$ cat src/include/e1fmac_pkg.sv
package e1fmac_pkg;
  // register port widths
  localparam int ADDR_W = 5;
  localparam int DATA_W = 8;

  // register offsets
  localparam logic [4:0] OFS_MODE   = 5'h10;
  localparam logic [4:0] OFS_ALARM  = 5'h11;
  localparam logic [4:0] OFS_CTRL   = 5'h12;
  localparam logic [4:0] OFS_STATUS = 5'h13;
  localparam logic [4:0] OFS_ECNT_L = 5'h14;
  localparam logic [4:0] OFS_ECNT_H = 5'h15;

  // values after reset
  localparam logic [7:0] RST_MODE  = 8'h00;
  localparam logic [7:0] RST_ALARM = 8'h10;
  localparam logic [7:0] RST_CTRL  = 8'h30;

  // mode selection word fields
  localparam int MODE_AIS_SEL  = 7;
  localparam int MODE_REM_MOD  = 6;
  localparam int MODE_IW_DIS   = 5;
  localparam int MODE_RAI_DIS  = 4;
  localparam int MODE_Y_DIS    = 3;
  localparam int MODE_CRC_DIS  = 2;
  localparam int MODE_BREFRM   = 1;
  localparam int MODE_MREFRM   = 0;

  // transmit alarm word fields
  localparam int ALM_LOSS_POL  = 6;
  localparam int ALM_TS16_FILL = 5;
  localparam int ALM_ONES_N    = 4;
  localparam int ALM_ERR_POL   = 3;
  localparam int ALM_USED_LSB  = 3;

  // extra control word fields
  localparam int CTL_MAN_RAI   = 0;
  localparam int CTL_MAN_Y     = 1;
  localparam int CTL_ONES_FRM  = 2;
  localparam int CTL_TRANSP    = 3;
  localparam int CTL_IU0       = 4;
  localparam int CTL_IU1       = 5;
  localparam int CTL_USED_W    = 6;

  // frame structure
  localparam int BITS_PER_TS   = 8;
  localparam int TS_PER_FRAME  = 32;
  localparam int FRAMES_PER_MF = 16;
  localparam logic [4:0] TS_SIG = 5'h10;
  localparam logic [6:0] FAS_WORD = 7'h1B;
  localparam logic [5:0] MFAS_WORD = 6'h0B;
  localparam logic [3:0] EBIT_FRM_A = 4'hD;
  localparam logic [3:0] EBIT_FRM_B = 4'hF;
  localparam logic [7:0] ALL_ONES = 8'hFF;

  // alarm indication window
  localparam int AIS_WINDOW_BITS = 512;
  localparam logic [1:0] AIS_ZERO_LIMIT = 2'h3;

  // line bit rate as a clock divide, fifo depth, E-bit count width
  localparam int BIT_DIV_DEF    = 4;
  localparam int FIFO_DEPTH_DEF = 8;
  localparam int ECNT_W         = 16;
endpackage

$ cat src/rtl/e1fmac_fifo.sv
module e1fmac_fifo #(
  parameter int WIDTH = 8,
  parameter int DEPTH = 8
) (
  input  wire logic             ref_clk,
  input  wire logic             arst_n,
  input  wire logic [WIDTH-1:0] in_data,
  input  wire logic             in_valid,
  output logic                  in_ready,
  output logic      [WIDTH-1:0] out_data,
  output logic                  out_valid,
  input  wire logic             out_ready
);
  localparam int PW = (DEPTH > 1) ? $clog2(DEPTH) : 1;

  // depth must be a power of two for pointer wrap
  if (DEPTH < 2 || (DEPTH & (DEPTH - 1)) != 0) begin : g_bad_depth
    $error("fifo depth must be a power of two, at least 2");
  end

  logic [WIDTH-1:0] mem [DEPTH];
  logic [PW-1:0]    wr_ptr;
  logic [PW-1:0]    rd_ptr;
  logic [PW:0]      count;
  logic [PW-1:0]    next_wr_ptr;
  logic [PW-1:0]    next_rd_ptr;
  logic [PW:0]      next_count;
  logic             push;
  logic             pop;

  assign in_ready  = (count != (PW+1)'(DEPTH));
  assign out_valid = (count != '0);
  assign out_data  = mem[rd_ptr];
  assign push      = in_valid && in_ready;
  assign pop       = out_valid && out_ready;

  // pointer and fill level
  always_comb begin
    next_wr_ptr = push ? wr_ptr + 1'b1 : wr_ptr;
    next_rd_ptr = pop ? rd_ptr + 1'b1 : rd_ptr;
    next_count  = count;
    if (push && !pop) begin
      next_count = count + 1'b1;
    end else if (pop && !push) begin
      next_count = count - 1'b1;
    end
  end

  always_ff @(posedge ref_clk or negedge arst_n) begin
    if (!arst_n) begin
      wr_ptr <= '0;
      rd_ptr <= '0;
      count  <= '0;
    end else begin
      wr_ptr <= next_wr_ptr;
      rd_ptr <= next_rd_ptr;
      count  <= next_count;
    end
  end

  // storage, written only on push
  always_ff @(posedge ref_clk) begin
    if (push) begin
      mem[wr_ptr] <= in_data;
    end
  end
endmodule // e1fmac_fifo

$ cat src/rtl/e1fmac_top.sv
// Behaviour
// [RULE1] AIS on under three zeros
// [RULE2] remainder modify in transparent
// [RULE3] interworking unless disabled
// [RULE4] A bit auto or manual
// [RULE5] Y bit auto or manual
// [RULE6] CRC-4 or intl use bits
// [RULE7] basic reframe on falling bit
// [RULE8] mf reframe on falling bit
// [RULE9] reframe bit held one frame; hold time unchecked, any falling bit gives a one-cycle start pulse
// [RULE10] alarm bit 7 written zero; the register keeps bit 7 as written
// [RULE11] E bits result or loss value
// [RULE12] TS16 fill sends ones
// [RULE13] forced all ones on line
// [RULE14] E-bit count polarity
// [RULE15] transparent imposes no framing
// [RULE16] alarm bits 2..0 read zero
module e1fmac_top #(
  parameter int BIT_DIV    = e1fmac_pkg::BIT_DIV_DEF,
  parameter int FIFO_DEPTH = e1fmac_pkg::FIFO_DEPTH_DEF
) (
  input  wire logic                         ref_clk,
  input  wire logic                         arst_n,
  input  wire logic [e1fmac_pkg::ADDR_W-1:0] reg_addr,
  input  wire logic [e1fmac_pkg::DATA_W-1:0] reg_wdata,
  input  wire logic                         reg_wr,
  input  wire logic                         reg_rd,
  output logic      [e1fmac_pkg::DATA_W-1:0] reg_rdata,
  input  wire logic [7:0]                   serial_tx_input,
  input  wire logic                         serial_tx_valid,
  output logic                              serial_tx_ready,
  input  wire logic                         basic_sync_ok,
  input  wire logic                         mf_aligned,
  input  wire logic                         crc_sync_ok,
  input  wire logic                         crc_cmp_result,
  input  wire logic                         tx_crc_bit,
  input  wire logic                         crc_delta_bit,
  input  wire logic                         rx_line_bit,
  input  wire logic                         rx_line_valid,
  input  wire logic                         rx_ebit,
  input  wire logic                         rx_ebit_valid,
  output logic                              line_out_tip,
  output logic                              line_out_ring,
  output logic                              ais_detected,
  output logic                              interwork_enable,
  output logic                              crc_enable,
  output logic                              basic_reframe_start,
  output logic                              mf_reframe_start,
  output logic                              ebit_error_event
);
  import e1fmac_pkg::*;

  if (BIT_DIV < 2 || BIT_DIV > 256) begin : g_bad_div
    $error("bit divider must lie in 2..256");
  end

  // register file
  logic [7:0] mode_selection_word;
  logic [7:0] transmit_alarm_word;
  logic [7:0] ctrl_word;
  logic [7:0] next_mode;
  logic [7:0] next_alarm;
  logic [7:0] next_ctrl;
  logic [7:0] next_rdata;
  logic [7:0] status_word;
  logic [ECNT_W-1:0] ebit_count;
  logic              fifo_valid;

  assign status_word = {3'h0, fifo_valid, ais_detected, crc_sync_ok,
                        mf_aligned, basic_sync_ok};

  // register writes and read mux
  always_comb begin
    next_mode  = mode_selection_word;
    next_alarm = transmit_alarm_word;
    next_ctrl  = ctrl_word;
    next_rdata = 8'h00;
    if (reg_wr) begin
      unique case (reg_addr)
        OFS_MODE:  next_mode = reg_wdata;
        // bit 7 kept as written; software keeps it zero  [RULE10]
        OFS_ALARM: next_alarm = {reg_wdata[7:ALM_USED_LSB], 3'h0}; // [RULE16]
        OFS_CTRL:  next_ctrl = {2'h0, reg_wdata[CTL_USED_W-1:0]};
        default:   ;
      endcase
    end
    if (reg_rd) begin
      unique case (reg_addr)
        OFS_MODE:   next_rdata = mode_selection_word;
        OFS_ALARM:  next_rdata = transmit_alarm_word;
        OFS_CTRL:   next_rdata = ctrl_word;
        OFS_STATUS: next_rdata = status_word;
        OFS_ECNT_L: next_rdata = ebit_count[7:0];
        OFS_ECNT_H: next_rdata = ebit_count[15:8];
        default:    next_rdata = 8'h00;
      endcase
    end
  end

  always_ff @(posedge ref_clk or negedge arst_n) begin
    if (!arst_n) begin
      mode_selection_word <= RST_MODE;
      transmit_alarm_word <= RST_ALARM;
      ctrl_word           <= RST_CTRL;
      reg_rdata           <= 8'h00;
    end else begin
      mode_selection_word <= next_mode;
      transmit_alarm_word <= next_alarm;
      ctrl_word           <= next_ctrl;
      reg_rdata           <= next_rdata;
    end
  end

  // decoded controls
  logic ais_criterion_select;
  logic remainder_modify_enable;
  logic auto_remote_alarm_disable;
  logic auto_ybit_disable;
  logic crc_sync_disable;
  logic ebit_loss_polarity;
  logic ts16_alarm_fill;
  logic line_all_ones_n;
  logic ebit_error_polarity;
  logic manual_remote_alarm;
  logic manual_ybit;
  logic all_ones_framed;
  logic tx_transparent_mode;
  logic intl_use_bit_zero;
  logic intl_use_bit_one;

  assign ais_criterion_select      = mode_selection_word[MODE_AIS_SEL];
  assign remainder_modify_enable   = mode_selection_word[MODE_REM_MOD];
  assign auto_remote_alarm_disable = mode_selection_word[MODE_RAI_DIS];
  assign auto_ybit_disable         = mode_selection_word[MODE_Y_DIS];
  assign crc_sync_disable          = mode_selection_word[MODE_CRC_DIS];
  assign ebit_loss_polarity        = transmit_alarm_word[ALM_LOSS_POL];
  assign ts16_alarm_fill           = transmit_alarm_word[ALM_TS16_FILL];
  assign line_all_ones_n           = transmit_alarm_word[ALM_ONES_N];
  assign ebit_error_polarity       = transmit_alarm_word[ALM_ERR_POL];
  assign manual_remote_alarm       = ctrl_word[CTL_MAN_RAI];
  assign manual_ybit               = ctrl_word[CTL_MAN_Y];
  assign all_ones_framed           = ctrl_word[CTL_ONES_FRM];
  assign tx_transparent_mode       = ctrl_word[CTL_TRANSP];
  assign intl_use_bit_zero         = ctrl_word[CTL_IU0];
  assign intl_use_bit_one          = ctrl_word[CTL_IU1];

  assign interwork_enable = !mode_selection_word[MODE_IW_DIS]; // [RULE3]
  assign crc_enable       = !crc_sync_disable; // [RULE6]

  // reframe requests on falling request bits
  logic prev_brefrm;
  logic prev_mrefrm;

  always_ff @(posedge ref_clk or negedge arst_n) begin
    if (!arst_n) begin
      prev_brefrm         <= 1'b0;
      prev_mrefrm         <= 1'b0;
      basic_reframe_start <= 1'b0;
      mf_reframe_start    <= 1'b0;
    end else begin
      prev_brefrm         <= mode_selection_word[MODE_BREFRM];
      prev_mrefrm         <= mode_selection_word[MODE_MREFRM];
      basic_reframe_start <= prev_brefrm &&
                             !mode_selection_word[MODE_BREFRM]; // [RULE7]
      mf_reframe_start    <= prev_mrefrm &&
                             !mode_selection_word[MODE_MREFRM]; // [RULE8]
    end
  end

  // transmit data buffer
  logic [7:0] fifo_data;
  logic       fifo_pop;

  e1fmac_fifo #(
    .WIDTH (8),
    .DEPTH (FIFO_DEPTH)
  ) u_fifo (
    .ref_clk   (ref_clk),
    .arst_n    (arst_n),
    .in_data   (serial_tx_input),
    .in_valid  (serial_tx_valid),
    .in_ready  (serial_tx_ready),
    .out_data  (fifo_data),
    .out_valid (fifo_valid),
    .out_ready (fifo_pop)
  );

  // transmit framer and serialiser
  logic [7:0] div_cnt;
  logic [2:0] bit_pos;
  logic [4:0] ts;
  logic [3:0] frame;
  logic [7:0] shift;
  logic       out_bit;
  logic [7:0] next_div_cnt;
  logic [2:0] next_bit_pos;
  logic [4:0] next_ts;
  logic [3:0] next_frame;
  logic [7:0] next_shift;
  logic       next_out_bit;
  logic       bit_en;
  logic       load;
  logic       need_data;
  logic [7:0] data_byte;
  logic [7:0] ts0_byte;
  logic [7:0] slot_byte;
  logic       fas_frame;
  logic       si_bit;
  logic       a_bit;
  logic       y_bit;
  logic       e_bit;

  assign bit_en    = (div_cnt == 8'(BIT_DIV - 1));
  assign load      = bit_en && (bit_pos == 3'h0);
  assign fas_frame = !frame[0];
  assign data_byte = fifo_valid ? fifo_data : ALL_ONES;
  assign fifo_pop  = load && need_data;

  // overhead bits and slot content
  always_comb begin
    a_bit = auto_remote_alarm_disable ? manual_remote_alarm
                                      : basic_sync_ok; // [RULE4]
    y_bit = auto_ybit_disable ? manual_ybit : !mf_aligned; // [RULE5]
    e_bit = crc_sync_ok ? crc_cmp_result : ebit_loss_polarity; // [RULE11]
    // Si bit: CRC and multiframe bits, or fixed bits
    if (fas_frame) begin
      si_bit = crc_enable ? tx_crc_bit : intl_use_bit_zero; // [RULE6]
    end else if (!crc_enable) begin
      si_bit = intl_use_bit_one; // [RULE6]
    end else if (frame == EBIT_FRM_A || frame == EBIT_FRM_B) begin
      si_bit = e_bit; // [RULE11]
    end else begin
      si_bit = MFAS_WORD[3'h5 - frame[3:1]];
    end
    ts0_byte = fas_frame ? {si_bit, FAS_WORD}
                         : {si_bit, 1'b1, a_bit, 5'h1F};
    need_data = 1'b1;
    if (tx_transparent_mode) begin
      // stream passes through without framing  [RULE15]
      slot_byte = data_byte;
      if (ts == 5'h00 && fas_frame && remainder_modify_enable) begin
        slot_byte[7] = data_byte[7] ^ crc_delta_bit; // [RULE2]
      end
    end else if (ts == 5'h00) begin
      need_data = 1'b0;
      slot_byte = ts0_byte;
    end else if (ts == TS_SIG && ts16_alarm_fill) begin
      slot_byte = ALL_ONES; // [RULE12]
      need_data = (frame != 4'h0);
    end else if (ts == TS_SIG && frame == 4'h0) begin
      need_data = 1'b0;
      slot_byte = {4'h0, 1'b1, y_bit, 2'h3}; // [RULE5]
    end else begin
      slot_byte = data_byte;
    end
    if (!line_all_ones_n) begin
      if (!(all_ones_framed && ts == 5'h00 && !tx_transparent_mode)) begin
        slot_byte = ALL_ONES; // [RULE13]
      end
    end
  end

  // bit, slot and frame counting
  always_comb begin
    next_div_cnt = bit_en ? 8'h00 : div_cnt + 8'h01;
    next_bit_pos = bit_pos;
    next_ts      = ts;
    next_frame   = frame;
    next_shift   = shift;
    next_out_bit = out_bit;
    if (bit_en) begin
      next_bit_pos = bit_pos + 3'h1;
      if (load) begin
        next_out_bit = slot_byte[7];
        next_shift   = {slot_byte[6:0], 1'b0};
      end else begin
        next_out_bit = shift[7];
        next_shift   = {shift[6:0], 1'b0};
      end
      if (bit_pos == 3'(BITS_PER_TS - 1)) begin
        next_ts = ts + 5'h01;
        if (ts == 5'(TS_PER_FRAME - 1)) begin
          next_frame = frame + 4'h1;
        end
      end
    end
  end

  always_ff @(posedge ref_clk or negedge arst_n) begin
    if (!arst_n) begin
      div_cnt       <= 8'h00;
      bit_pos       <= 3'h0;
      ts            <= 5'h00;
      frame         <= 4'h0;
      shift         <= 8'h00;
      out_bit       <= 1'b0;
      line_out_tip  <= 1'b0;
      line_out_ring <= 1'b0;
    end else begin
      div_cnt       <= next_div_cnt;
      bit_pos       <= next_bit_pos;
      ts            <= next_ts;
      frame         <= next_frame;
      shift         <= next_shift;
      out_bit       <= next_out_bit;
      line_out_tip  <= next_out_bit;
      line_out_ring <= !next_out_bit;
    end
  end

  // alarm indication detection
  logic [8:0] win_cnt;
  logic [1:0] zero_cnt;
  logic       prev_good;
  logic [8:0] next_win_cnt;
  logic [1:0] next_zero_cnt;
  logic       next_prev_good;
  logic       next_ais;
  logic [1:0] zeros_now;
  logic       good;

  // zeros counted per 512-bit window
  always_comb begin
    next_win_cnt   = win_cnt;
    next_zero_cnt  = zero_cnt;
    next_prev_good = prev_good;
    next_ais       = ais_detected;
    zeros_now      = zero_cnt;
    if (!rx_line_bit && zero_cnt != AIS_ZERO_LIMIT) begin
      zeros_now = zero_cnt + 2'h1;
    end
    good = (zeros_now < AIS_ZERO_LIMIT);
    if (rx_line_valid) begin
      next_win_cnt  = win_cnt + 9'h001;
      next_zero_cnt = zeros_now;
      if (win_cnt == 9'(AIS_WINDOW_BITS - 1)) begin
        next_zero_cnt  = 2'h0;
        next_prev_good = good;
        next_ais = ais_criterion_select ? (good && prev_good) : good; // [RULE1]
      end
    end
  end

  always_ff @(posedge ref_clk or negedge arst_n) begin
    if (!arst_n) begin
      win_cnt      <= 9'h000;
      zero_cnt     <= 2'h0;
      prev_good    <= 1'b0;
      ais_detected <= 1'b0;
    end else begin
      win_cnt      <= next_win_cnt;
      zero_cnt     <= next_zero_cnt;
      prev_good    <= next_prev_good;
      ais_detected <= next_ais;
    end
  end

  // received E-bit error counting
  logic [ECNT_W-1:0] next_ebit_count;
  logic              next_ebit_event;

  always_comb begin
    next_ebit_event = rx_ebit_valid &&
                      (rx_ebit == ebit_error_polarity); // [RULE14]
    next_ebit_count = ebit_count;
    if (next_ebit_event && ebit_count != {ECNT_W{1'b1}}) begin
      next_ebit_count = ebit_count + 16'h0001;
    end
  end

  always_ff @(posedge ref_clk or negedge arst_n) begin
    if (!arst_n) begin
      ebit_count       <= '0;
      ebit_error_event <= 1'b0;
    end else begin
      ebit_count       <= next_ebit_count;
      ebit_error_event <= next_ebit_event;
    end
  end
endmodule // e1fmac_top

$ cat config.mk
export PLATFORM = sky130hd
export DESIGN_NAME = e1fmac_top
export DESIGN_NICKNAME = d
export VERILOG_FILES = /design/src/include/e1fmac_pkg.sv /design/src/rtl/e1fmac_fifo.sv /design/src/rtl/e1fmac_top.sv
export SDC_FILE = /design/constraint.sdc
export NUM_CORES = 1
export LEC_CHECK = 0
export CAP_MARGIN = 20
export CORE_ASPECT_RATIO = 0.9
export CORE_MARGIN = 5
export CORE_UTILIZATION = 50
export CTS_CLUSTER_SIZE = 14
export DETAILED_ROUTE_END_ITERATION = 10
export DONT_BUFFER_PORTS = 1
export SLEW_MARGIN = 10
export SYNTH_ARGS = -nofsm -noshare
export SYNTH_HDL_FRONTEND = slang
export SYNTH_SLANG_ARGS = --single-unit
$ cat constraint.sdc
create_clock -name ref_clk -period 3.6 [get_ports ref_clk]
set_input_delay 0.54 -clock ref_clk [delete_from_list [all_inputs] [get_ports ref_clk]]
set_output_delay 0.54 -clock ref_clk [all_outputs]
set_load 0.01 [all_outputs]
==> impl_metrics.yaml, run 1 <==
sta:
  worst_pin_slew_ns: 0.910
  setup_tns_ns: 0
  clock.fmax_mhz: 321
  min_period_over_period: 0.865
  final_hold_viol_count: 0
  rsz0062_at_grt: "no"
  setup_slack_ns: 0.486
  min_period_ns: 3.11
  setup_viol: 0
  fin_skew_ns: 0.00829
  slew_violations: 0
  slew_headroom: 0.391
drt:
  routed_wl_mm: 15.1
  vias: 4480
  via_per_inst: 5.71
  drt-pass1-iter-count: 5
  drt-initial-drc-count: 306
  antenna_left: 0
  drc: 0
  wl_per_cell_um: 19.3
clock_tree:
  clk_transition_reported_paths_ns: 0.07
  numCtsBuffers: 17
  clock_latency_ns: 0.42
  clockBufferDepth: 2
  cts.sinks: 164
  tritoncts: "yes"
  clock-root-buffer: "clkbuf_16"
  htreeDepth: 4
synthesis:
  synth_xor_area_frac: 0.0475
  syn_area_per_cell_um2: 13.4
  syn_inst: 552
  muxShareOfSynthArea: 0.110
  yosys.area_share.simple: 0.109
  synth_compound_area_frac: 0.0777
  synth_edf_count: 64
  synth_fp_nets: 610
  synth.most_common_cell: "dfrtp_1"
  synth-seq-cells: 164
  seq_area_frac_synth: 0.601
  synth_top_cell_by_area: "dfrtp_1"
  synth_area_mm2: 0.00737
  synth_area_leaders: "dfrtp_1, edfxtp_1, mux2_2, ha_1, mux4_2"
  ys.flop_type: "dfrtp_1"
  synth_common_cells: "dfrtp_1, edfxtp_1, nand2_1"
  synth.top_cell.area_share: 0.329
  synth_top_family_by_area: "multiplexers"
  synthAdderAreaFrac: 0.0384
  ys_warn_count: 0
  ys_types: 57
  async_reset_ff_frac: 0.610
setup_path:
  cp-end-kind: "flip-flop"
  arrival_ns: 3.42
  cp-start-kind: "flip-flop"
  worstSetupPathType: "flip-flop to flip-flop"
  critPathMaxFanout: 6
  r2r_cells: 16
  crit_required_ns: 3.91
  rrSetupSlack_ns: 0.49
  reg2reg_from: "frame[0]"
  rr_endpoint: "u_fifo.count[3]"
global_route:
  grt_overflow: 0
  grt_max_degree: 101
  grt_antenna_before_repair: 0
  grt_usage: 0.185
  grt_pass1_wl_mm: 24.3
  grt_pass1_vias: 4552
status:
  status: "completed"
die:
  rows: 42
  io_pins: 53
  die_area_mm2: 0.0173
  start_util: 0.505
  die_h_um: 125
  coreArea_mm2: 0.0146
  die_w_um: 138
finish:
  drive_gt1_frac: 0.166
  diodes: 0
  fillers: 1227
  multi_input_area_mm2: 0.00283
  synthToLayoutAreaGrowth_pct: 12.5
  final-seq-area_mm2: 0.00443
  fin_nets: 631
power:
  vdd_drop_max_uv: 435
  leakagePower_nw: 3.30
  powerDensity_mw_per_mm2: 623
worst_hold_path:
  min_path_type: "input pin to async pin"
flow_run:
  drv_cap: 0
place:
  gp_congestion: 0.897
  dp_hpwl_mm: 10.5
  place_ws_ns: 0.523
  portBuffers: 0
sequential cells by signal, summed over array words and instances, names as in the netlist, 4 cells and up:
name                 flops
ebit_count              16
mode_selection_word      8
div_cnt                  8
reg_rdata                8
win_cnt                  9
u_fifo.count             4
shift                    7
u_fifo.mem              64
frame                    4
ts                       5
transmit_alarm_word      5
ctrl_word                6
critical path, stage by stage (launching register included):
cell	delay, ns
dfrtp_1	0.45
inv_1	0.17
ha_1	0.20
nand2_1	0.07
a2111oi_0	0.42
buf_4	0.21
nor4_1	0.05
buf_4	0.16
inv_1	0.05
ha_1	0.18
inv_1	0.09
ha_1	0.27
a21o_1	0.17
a21oi_1	0.17
xnor2_1	0.13
nor2_1	0.07
xor2_1	0.14
cell families (layout without fill, tap and decap cells):
logic type / Yosys count / count (layout)
XOR/XNOR: 40 / 40
multiplexers: 55 / 55
flip-flops: 164 / 164
adder cells (fa/ha/maj): 22 / 22
buffers and inverters: 30 / 64
AND/OR/NAND/NOR: 158 / 158
AO/OA/AOI/OAI: 83 / 83
per-layer routing:
layer / vias up / track usage / routed length, um
met5: - / 0 / 0
met4: 0 / 0.0697 / 252
met3: 21 / 0.0454 / 805
met2: 100 / 0.283 / 7200
met1: 2248 / 0.256 / 6860
li1: 2111 / - / -
layout make-up:
cell class                      count  area share
Timing Repair Buffer               13      0.0139
Clock inverter                     12      0.0175
Inverter                           19     0.00860
Tap cell                          198      0.0299
Sequential cell                   164       0.534
Clock buffer                       20      0.0551
Multi-Input combinational cell    358       0.341
power by group:
part	leakage, nW	total (mW)	internal (mW)	switching [mW]
sequential	1.85	2.53	2.26	0.275
clock	0.282	1.83	1.07	0.757
combinational	1.17	0.805	0.401	0.404
total	3.30	5.17	3.73	1.44
cells in the final DEF (no fill, tap or decap), types with 9 or more instances in the layout:
cell type  count
nand3_1       16
ha_1          21
xor2_1        15
nand2_1       44
o21ai_0        9
nor2_1        31
xnor2_1       25
edfxtp_1      64
a21oi_1       17
mux4_2        10
clkbuf_16     17
a22oi_1       19
buf_4         11
inv_1         19
nor3_1        13
dfrtp_1       97
mux2_2        31
a31oi_1       13
how the worst max path moves through the flow:
stage              from              end  slack [ns]  depth (start not counted)
2_1_floorplan  frame[0]  u_fifo.count[3]        0.57                         14
3_3_place_gp   frame[0]  u_fifo.count[3]        0.60                         16
3_5_place_dp   frame[0]  u_fifo.count[3]        0.52                         16
4_1_cts        frame[0]  u_fifo.count[3]        0.48                         16
5_1_grt        frame[0]  u_fifo.count[3]        0.17                         16
6_report       frame[0]  u_fifo.count[3]        0.49                         16
stage by stage:
step / area [um^2] / utilization / total power, mW / cells / hold slack, ns
after global placement: 7660 / 0.524 / 3.32 / 750 / 0.247
after floorplan: 7370 / - / 3.11 / 552 / 0.244
final: 8290 / 0.568 / 5.17 / 784 / 0.0255
after detailed placement: 7660 / 0.524 / 3.36 / 750 / 0.248
after global routing: 8290 / 0.568 / 5.44 / 784 / 0.0753
after CTS: 8290 / 0.567 / 5.23 / 783 / 0.0613
repair_timing:
action                                 CTS  global route
setup buffers                            0             0
hold buffers                             1             0
resized for setup                        0             0
endpoints found under the hold margin  100             0
(Power assumes the default switching activity.)
==> run 2, diff against run 1 <==
- clock period: 3.6 -> 3.45 ns (I/O delays scaled with it)
==> run 2 against run 1 <==
Effect of this change:
- die area unchanged
- worst setup slack worse by 0.055 ns
- wire length decreased by 2.7%
- total power rose by 2.6%
- cell area shrank 0.35%
- via count about the same
- combinational power is 8.3% higher
- core utilization decreased by 0.20 points
- the flow now finishes with violations (negative hold slack)
- clock power is essentially flat
==> impl_metrics.yaml, run 2 (synthesis results as in run 1) <==
status:
  status: "finished with violations"
  violations: "negative hold slack"
global_route:
  met2_usage: 0.276
  grt_max_degree: 101
  grt-busiest-layer: "met2"
  grt_usage: 0.182
  grt_util_met1: 0.255
  grt_overflow: 0
  grt_pass1_wl_mm: 24.2
  grt_pass1_vias: 4656
  grt_antenna_before_repair: 0
  grt_use_met3: 0.0506
die:
  start_util: 0.505
  rows: 42
  die_area_mm2: 0.0173
  io_pins: 53
  coreArea_mm2: 0.0146
  die_h_um: 125
  die_w_um: 138
finish:
  synthToLayoutAreaGrowth_pct: 12.1
  regMostFlops: "u_fifo.mem"
  largest_reg_flops: 64
  drive_gt1_frac: 0.165
  layout_commonest_cell: "dfrtp_1"
  biggestRegsByFlops: "u_fifo.mem x64, ebit_count x16, win_cnt x9"
  final_area_mm2: 0.00826
  layout_common_cells: "dfrtp_1, edfxtp_1, nand2_1, nor2_1, mux2_2"
  fin_nets: 633
  diodes: 0
sta:
  setup_tns_ns: 0
  setup_viol: 0
  final_hold_viol_count: 5
  worst_pin_slew_ns: 1.10
  rsz0062_at_grt: "no"
  min_period_ns: 3.02
  min_period_over_period: 0.875
  fin_skew_ns: 0.00834
  clock.fmax_mhz: 331
  slew_headroom: 0.259
  hold_slack_ns: -0.0231
  slew_violations: 0
clock_tree:
  htreeDepth: 4
  clock_latency_ns: 0.43
  clockBufferDepth: 2
  tritoncts: "yes"
  numCtsBuffers: 17
  clk_transition_reported_paths_ns: 0.07
  cts.sinks: 164
  postCtsSetupRepairBufs: 0
  clock-root-buffer: "clkbuf_16"
  hold_buffers: 1
  postCtsResizedCells: 0
power:
  leakagePower_nw: 3.31
  powerDensity_mw_per_mm2: 641
  vdd_drop_max_uv: 446
  internal_power_mw: 3.74
  combPwrFrac: 0.164
  p_sw_mw: 1.56
  p_sw_frac: 0.295
  sequentialPowerShare: 0.496
  clockPowerShare: 0.339
setup_path:
  critPathMaxFanout: 6
  cp-start-kind: "flip-flop"
  arrival_ns: 3.33
  crit_required_ns: 3.76
  worstSetupPathType: "flip-flop to flip-flop"
  cp-end-kind: "flip-flop"
place:
  portBuffers: 0
  dpl-instance-area_mm2: 0.00767
  gp_congestion: 0.830
  dp_hpwl_mm: 10.2
drt:
  drc: 0
  routed_wl_mm: 14.7
  drt-pass1-iter-count: 4
  vias: 4478
  via_per_inst: 5.70
  wl_per_cell_um: 18.7
  drt-initial-drc-count: 274
  antenna_left: 0
worst_hold_path:
  min_path_type: "input pin to async pin"
flow_run:
  drv_cap: 0
==> run 2: changes by cell type in the layout (fill, tap and decap cells not counted), sizes merged <==
cell	delta
clkinvlp	-3
bufinv	-2
clkinv	+1
buf	+3
clkbuf	-4
inv	+7
==> run 2: critical path, cell delays in order, from the launching register on <==
cell	delay, ns
dfrtp_1	0.45
inv_1	0.17
ha_1	0.21
nand2_1	0.08
a2111oi_0	0.43
buf_4	0.21
nor4_1	0.06
inv_1	0.07
ha_1	0.17
inv_1	0.09
ha_1	0.29
a21o_1	0.19
a21oi_1	0.17
xnor2_1	0.13
nor2_1	0.06
xor2_1	0.13
==> run 2: final timing paths <==
path	from	to	slack, ns	cells past startpoint
setup reg to reg	frame[0]	u_fifo.count[3]	0.43	15
hold reg to reg	mode_selection_word[0]	prev_mrefrm	0.45	0
max in group asynchronous	arst_n	ctrl_word[5]	3.04	1
hold / removal	arst_n	ebit_count[8]	-0.02	1
setup / recovery	frame[0]	u_fifo.count[3]	0.43	15
min in group ref_clk	rx_line_valid	win_cnt[0]	0.18	1
==> run 2: stage by stage <==
step	utilization	setup WS [ns]	total power, mW	instances
2_1_floorplan	-	0.415	3.25	552
3_3_place_gp	0.525	0.566	3.48	753
3_5_place_dp	0.525	0.451	3.52	753
4_1_cts	0.566	0.416	5.35	786
5_1_grt	0.566	0.174	5.56	786
6_report	0.566	0.431	5.30	786
==> run 2: power groups by stage <==
| stage | clock network, mW | registers, mW | logic, mW |
|---|---|---|---|
| finish | 1.80 | 2.63 | 0.872 |
| CTS | 1.84 | 2.63 | 0.889 |
| global route | 1.91 | 2.67 | 0.985 |
| floorplan | 0 | 2.58 | 0.670 |
| global placement | 0 | 2.65 | 0.822 |
| detailed placement | 0 | 2.66 | 0.852 |
==> run 2: layout make-up <==
class                   instances  area, um^2
fillers                      1197        6350
clock buffers                  17         425
repair buffers                 15         133
well taps                     198         248
flip-flops and latches        164        4430
inverters                      19        71.3
multi-input cells             358        2820
clock inverters                15         135
==> run 2: routing by layer <==
layer | part of all wire | up-vias
met3 | 0.053 | 9
li1 | - | 2111
met1 | 0.47 | 2253
met4 | 0.0089 | 0
met2 | 0.47 | 105
met5 | 0 | -
